### src/boot_selector_regs.svh
`ifndef BOOT_SELECTOR_REGS_SVH
`define BOOT_SELECTOR_REGS_SVH

// ----------------------------------------
// Flash layout
// ----------------------------------------
`define IMAGE_SIZE 20'h80000
`define IMAGE1_BASE 20'h80000
`define IMAGE0_LAST 20'h7FFFF
`define REV_KEY_OFS 20'h7FFC0
`define TRIAL_KEY_OFS 20'h7FFC8
`define SWAP_BIT_POS 3
`define KEY_ERASED 32'hFFFFFFFF
`define KEY_PASSED 32'h00000000
`define FIRST_REV_KEY 32'h00000001
`define PIN_SETTLE_CYCLES 2'h2

`endif

### src/boot_selector_pkg.sv
package boot_selector_pkg;
  typedef enum logic [3:0] {
    st_idle = 4'b0000,
    st_rd_rev0 = 4'b0001,
    st_rd_rev1 = 4'b0010,
    st_rd_trial0 = 4'b0011,
    st_rd_trial1 = 4'b0100,
    st_decide = 4'b0101,
    st_user = 4'b0110,
    st_download = 4'b0111,
    st_wr_rev = 4'b1000,
    st_wr_trial = 4'b1001,
    st_debug = 4'b1010
  } boot_state_t;
  typedef enum logic [1:0] {
    mode_none = 2'b00,
    mode_user = 2'b01,
    mode_loader = 2'b10,
    mode_debug = 2'b11
  } boot_mode_t;
endpackage : boot_selector_pkg

### src/dual_image_boot_selector.sv
`timescale 1ns/1ps
`include "boot_selector_regs.svh"

module dual_image_boot_selector (
  input wire logic core_clk,
  input wire logic nrst,
  input wire logic download_select_pin,
  input wire logic aux_boot_pin,
  output logic [19:0] key_rd_addr,
  output logic key_rd_req,
  input wire logic [31:0] key_rd_data,
  input wire logic key_rd_valid,
  output logic [19:0] key_wr_addr,
  output logic [31:0] key_wr_data,
  output logic key_wr_req,
  input wire logic key_wr_done,
  input wire logic loader_done,
  input wire logic swap_write,
  input wire logic [31:0] swap_wdata,
  input wire logic [19:0] cpu_addr,
  output logic [19:0] flash_addr,
  output logic map_switched,
  output logic core_run_enable,
  output logic swd_load_enable,
  output logic [1:0] boot_mode
);
  boot_selector_pkg::boot_state_t state;
  logic dl_sel;
  logic aux_sel;
  logic [31:0] rev0;
  logic [31:0] rev1;
  logic [31:0] trial0;
  logic [31:0] trial1;
  logic img1_newer;
  logic cand_is1;
  logic cand_ok;
  logic other_ok;
  logic switched;
  logic [1:0] settle_cnt;
  logic pins_ready;

  // ----------------------------------------
  // Pin synchronisers
  // ----------------------------------------
  pin_sync u_sync_dl (
    .core_clk(core_clk),
    .nrst(nrst),
    .pin(download_select_pin),
    .pin_sync_out(dl_sel)
  );
  pin_sync u_sync_aux (
    .core_clk(core_clk),
    .nrst(nrst),
    .pin(aux_boot_pin),
    .pin_sync_out(aux_sel)
  );

  // ----------------------------------------
  // Pin settle count
  // ----------------------------------------
  // Holds off the choice until the synchronisers carry the pins
  always_ff @(posedge core_clk or negedge nrst) begin
    if (!nrst) begin
      settle_cnt <= 2'h0;
    end else if (settle_cnt != `PIN_SETTLE_CYCLES) begin
      settle_cnt <= settle_cnt + 2'h1;
    end
  end
  assign pins_ready = (settle_cnt == `PIN_SETTLE_CYCLES);

  // ----------------------------------------
  // Key comparison
  // ----------------------------------------
  // Signed compare makes erased keys minus one
  assign img1_newer = $signed(rev1) > $signed(rev0);
  assign cand_is1 = img1_newer;
  assign cand_ok = cand_is1 ? (trial1 == `KEY_PASSED) : (trial0 == `KEY_PASSED);
  assign other_ok = cand_is1 ? (trial0 == `KEY_PASSED) : (trial1 == `KEY_PASSED);

  // ----------------------------------------
  // Selection sequencer
  // ----------------------------------------
  // Every reset re-runs selection, from the keys unless download_select_pin is set
  always_ff @(posedge core_clk or negedge nrst) begin
    if (!nrst) begin
      state <= boot_selector_pkg::st_idle;
      key_rd_req <= 1'b0;
      key_rd_addr <= 20'h00000;
      key_wr_req <= 1'b0;
      key_wr_addr <= 20'h00000;
      key_wr_data <= 32'h00000000;
      rev0 <= `KEY_ERASED;
      rev1 <= `KEY_ERASED;
      trial0 <= `KEY_ERASED;
      trial1 <= `KEY_ERASED;
      switched <= 1'b0;
      core_run_enable <= 1'b0;
      swd_load_enable <= 1'b0;
      boot_mode <= boot_selector_pkg::mode_none;
    end else begin
      case (state)
        boot_selector_pkg::st_idle: begin
          // Pin levels are not trusted before they settle
          if (!pins_ready) begin
            state <= boot_selector_pkg::st_idle;
          end else if (dl_sel && aux_sel) begin
            state <= boot_selector_pkg::st_debug;
          end else if (dl_sel) begin
            switched <= 1'b0;
            core_run_enable <= 1'b1;
            boot_mode <= boot_selector_pkg::mode_debug;
            state <= boot_selector_pkg::st_user;
          end else begin
            key_rd_addr <= `REV_KEY_OFS;
            key_rd_req <= 1'b1;
            state <= boot_selector_pkg::st_rd_rev0;
          end
        end
        boot_selector_pkg::st_rd_rev0: begin
          if (key_rd_valid) begin
            rev0 <= key_rd_data;
            key_rd_addr <= `IMAGE1_BASE | `REV_KEY_OFS;
            state <= boot_selector_pkg::st_rd_rev1;
          end
        end
        boot_selector_pkg::st_rd_rev1: begin
          if (key_rd_valid) begin
            rev1 <= key_rd_data;
            key_rd_addr <= `TRIAL_KEY_OFS;
            state <= boot_selector_pkg::st_rd_trial0;
          end
        end
        boot_selector_pkg::st_rd_trial0: begin
          if (key_rd_valid) begin
            trial0 <= key_rd_data;
            key_rd_addr <= `IMAGE1_BASE | `TRIAL_KEY_OFS;
            state <= boot_selector_pkg::st_rd_trial1;
          end
        end
        boot_selector_pkg::st_rd_trial1: begin
          if (key_rd_valid) begin
            trial1 <= key_rd_data;
            key_rd_req <= 1'b0;
            state <= boot_selector_pkg::st_decide;
          end
        end
        boot_selector_pkg::st_decide: begin
          // Core released in the same cycle as switched is set; map_switched follows one cycle later
          if (cand_ok) begin
            switched <= cand_is1;
            core_run_enable <= 1'b1;
            boot_mode <= boot_selector_pkg::mode_user;
            state <= boot_selector_pkg::st_user;
          end else if (other_ok) begin
            switched <= ~cand_is1;
            core_run_enable <= 1'b1;
            boot_mode <= boot_selector_pkg::mode_user;
            state <= boot_selector_pkg::st_user;
          end else begin
            switched <= 1'b0;
            boot_mode <= boot_selector_pkg::mode_loader;
            state <= boot_selector_pkg::st_download;
          end
        end
        boot_selector_pkg::st_user: begin
          // Firmware swap during trial run
          if (swap_write && swap_wdata[`SWAP_BIT_POS]) begin
            switched <= ~switched;
          end
        end
        boot_selector_pkg::st_download: begin
          if (loader_done) begin
            key_wr_addr <= `REV_KEY_OFS;
            key_wr_data <= `FIRST_REV_KEY;
            key_wr_req <= 1'b1;
            state <= boot_selector_pkg::st_wr_rev;
          end
        end
        boot_selector_pkg::st_wr_rev: begin
          if (key_wr_done) begin
            key_wr_addr <= `TRIAL_KEY_OFS;
            key_wr_data <= `KEY_PASSED;
            state <= boot_selector_pkg::st_wr_trial;
          end
        end
        boot_selector_pkg::st_wr_trial: begin
          if (key_wr_done) begin
            key_wr_req <= 1'b0;
          end
        end
        boot_selector_pkg::st_debug: begin
          swd_load_enable <= 1'b1;
          boot_mode <= boot_selector_pkg::mode_debug;
        end
        default: begin
          state <= boot_selector_pkg::st_idle;
        end
      endcase
    end
  end

  // ----------------------------------------
  // Address mapping
  // ----------------------------------------
  // Switched mapping flips the top address bit
  always_ff @(posedge core_clk or negedge nrst) begin
    if (!nrst) begin
      flash_addr <= 20'h00000;
      map_switched <= 1'b0;
    end else begin
      flash_addr <= {cpu_addr[19] ^ switched, cpu_addr[18:0]};
      map_switched <= switched;
    end
  end
endmodule : dual_image_boot_selector

### src/pin_sync.sv
`timescale 1ns/1ps
// Two-stage synchroniser for a pin level
module pin_sync (
  input wire logic core_clk,
  input wire logic nrst,
  input wire logic pin,
  output logic pin_sync_out
);
  logic stage1;

  // ----------------------------------------
  // Synchroniser flops
  // ----------------------------------------
  always_ff @(posedge core_clk or negedge nrst) begin
    if (!nrst) begin
      stage1 <= 1'b0;
      pin_sync_out <= 1'b0;
    end else begin
      stage1 <= pin;
      pin_sync_out <= stage1;
    end
  end
endmodule : pin_sync

### config.mk
export PLATFORM = sky130hd
export DESIGN_NAME = dual_image_boot_selector
export DESIGN_NICKNAME = d
export VERILOG_FILES = /design/src/boot_selector_pkg.sv /design/src/dual_image_boot_selector.sv /design/src/pin_sync.sv
export VERILOG_INCLUDE_DIRS = /design/src
export SDC_FILE = /design/constraint.sdc
export NUM_CORES = 1
export LEC_CHECK = 0
export ABC_AREA = 1
export BUFFER_PORTS_ARGS = -buffer_cell sky130_fd_sc_hd__buf_4
export CAP_MARGIN = 20
export CORE_MARGIN = 8
export CORE_UTILIZATION = 54
export DETAILED_ROUTE_END_ITERATION = 10
export PLACE_DENSITY = 0.8
export SKIP_CTS_REPAIR_TIMING = 1
export SYNTH_ARGS = -nofsm -noshare
export SYNTH_HDL_FRONTEND = slang
export SYNTH_SLANG_ARGS = --single-unit
### constraint.sdc
create_clock -name core_clk -period 1.96 [get_ports core_clk]
set_input_delay 0.098 -clock core_clk [delete_from_list [all_inputs] [get_ports core_clk]]
set_output_delay 0.098 -clock core_clk [all_outputs]
set_load 0.1 [all_outputs]
==> impl_metrics.toml <==
[status]
status = "finished with violations"
failed_checks = "negative hold slack, negative setup slack"

[route]
wl_um = 17300
vias = 5864
ant_nets = 0
drt-initial-drc-count = 359
drc_errors = 0
viasPerCell = 4.94
dr.pass1.iters = 5
post_drt_wl_per_cell_um = 14.6

[floorplanning]
coreArea_mm2 = 0.0149
num_io_pins = 191
dieHeight_um = 139
dieWidth_um = 139
die_area_mm2 = 0.0192
rows = 45
start_util_pct = 54.4

[timing]
fin_skew_ns = 0.00839
report.final.slew_viol_count = 0
worst_pin_slew_ns = 0.537
clock.fmax_ghz = 0.495
period_needed_ns = 2.02
hold-worst-slack_ns = -0.0140
slew_headroom_pct = 64.2
hold_violations = 4
setup_viol = 1
fin_crit_sh_pct = 103
fin_setup_tns_ns = -0.0614
rsz0062_at_grt = "true"
layout_setup_ws_ns = -0.0614

[power_and_ir_drop]
irDropWorstVdd_mv = 0.528
total_power_mw = 8.15
pwr_density_cell_mw_per_mm2 = 807
p_leak_nw = 4.52

[global_route]
grt_usage_pct = 17.1
overflow = 0
grt_pass1_vias = 5537
antenna_found_initial = 0
grt_pass1_wl_um = 27200
grt_max_degree = 65

[setup_path]
crit_arrival_ns = 2.39
crit_fanout = 3
cp_slowest_cell = "dfstp_2"
setup.worst_path.class = "flop to flop"
path_cells = "inv_2 -> ha_4 -> nand4_1 -> nor3_2 -> buf_4 -> nand2_2 -> nand2_2 -> nand2_2 -> nand2_2 -> nand2_2 -> nand2_1 -> nand2_1 -> nand2_1 -> nand2_2 -> a21oi_2"
end_kind = "flop"
cp.required_ns = 2.33
start_kind = "flop"
critPathMaxStageDelay_ns = 0.54
cp_common_cell = "nand2_2"

[clock_network]
cts_sinks = 172
clockRootBuffer = "clkbuf_16"
cts_buffer_depth = 2
clk-insertion-delay-late_ns = 0.43
cts_made_buffers = 17
htreeDepth = 4
cts_tree = "yes"
clk_pin_slew_ns = 0.07

[finish]
drive_above_1_share_pct = 37.4
n_antenna_cell = 0
mostFrequentLayoutCell = "nand2_1"
layout_common_cells = "nand2_1 (176), dfstp_2 (128), buf_4 (122)"
fin_util_pct = 67.6
areaGrowthSynthToFinish_pct = 24.3
fin_nets = 1112

[min_path]
hp-class = "input pin to flop"

[placed_design]
gp_congestion = 0.921
dpl.hpwl_um = 11400
port_buffers = 117

[yosys]
synth-edff-count = 0
ys_seq_area_share_pct = 55.0
syn_avg_cell_area_um2 = 9.64
netlist_area_mm2 = 0.00812
yosysWarnings = 0
ys_types = 41
syn-instance-count = 842
synth-seq-cells = 172
synthFlopType = "dfstp_2"
async_reset_ff_share_pct = 100

[job]
cap_violations = 0
where the power goes:
part	internal, mW	switching [mW]	leakage [nW]
clock	1.93	1.51	0.296
combinational	0.218	0.873	2.41
sequential	3.60	0.0221	1.82
total	5.75	2.40	4.52
cell families after synthesis:
| kind of cell | share of synthesized area (%) |
|---|---|
| buffers and inverters | 12.7 |
| adders and majority gates | 5.08 |
| AOI/OAI and AO/OA | 11.6 |
| DFF | 55.0 |
| other | 0.0462 |
| and+or+nand+nor | 15.3 |
| xor gates and xnor gates | 0.216 |
path summary, 6_finish.rpt:
kind | startpoint | to | slack [ns] | cells past startpoint
worst max-delay path | rev0[11] | switched | -0.06 | 15
worst min-delay path | key_rd_data[0] | trial0[0] | -0.01 | 3
worst max register to register | rev0[11] | switched | -0.06 | 15
worst min register to register | u_sync_aux.stage1 | u_sync_aux.pin_sync_out | 0.35 | 0
max in group asynchronous | nrst | rev0[21] | 1.03 | 3
min in group asynchronous | nrst | flash_addr[17] | 0.22 | 2
routing by layer:
metal,track usage [%],vias to the layer above,routed length (um)
met5,0,-,0
met1,21.8,2805,7440
li1,-,2899,-
met2,27.5,133,8820
met4,6.23,0,354
met3,4.45,27,728
synth_stat cells, types with 6 or more instances:
library cell / n / area share (%)
nand3_1: 8 / 0.49
dfrtp_1: 44 / 14
nor2_1: 42 / 1.9
a21oi_1: 19 / 1.2
dfstp_2: 128 / 41
o21ai_1: 75 / 4.6
o21ai_2: 24 / 2.6
nand4_1: 7 / 0.54
ha_1: 33 / 5.1
nor2_2: 7 / 0.54
buf_6: 10 / 1.4
inv_2: 8 / 0.37
buf_4: 66 / 6.1
nand2_2: 6 / 0.46
nand2_1: 184 / 8.5
o21ai_0: 39 / 2.4
nor3_1: 7 / 0.43
buf_2: 13 / 0.80
inv_1: 85 / 3.9
worst max-delay path: cells and delay by family (launching register included):
kind	cells	cell delay [ns]
adders and majority gates	1	0.26
buffers and inverters	2	0.18
DFF	1	0.54
AOI/OAI and AO/OA	1	0.12
and+or+nand+nor	11	0.82
registers in the layout, summed over array words and instances (netlist names), 2 cells and up:
register	flops
flash_addr	20
key_wr_addr	2
trial0	32
key_rd_addr	3
settle_cnt	2
boot_mode	2
rev0	32
state	4
rev1	32
trial1	32
per-stage QoR:
stage	hold slack [ns]	std cells	setup slack, ns	cell area, um^2
after floorplan	-0.198	883	0.209	8270
after global placement	0.0939	1107	-0.0213	8860
after detailed placement	0.102	1107	-0.0543	8860
after CTS	-0.361	1139	-0.115	9460
after global routing	0.00139	1188	-0.217	10100
final	-0.0140	1188	-0.0614	10100
layout make-up:
type,count,area (um^2)
multi-input cells,526,2920
clock buffers,17,425
flip-flops and latches,172,4460
clock inverters,15,181
well taps,188,235
inverters,93,349
fillers,1109,4830
repair buffers,177,1520
No activity file was read; power rests on OpenSTA's default activity.
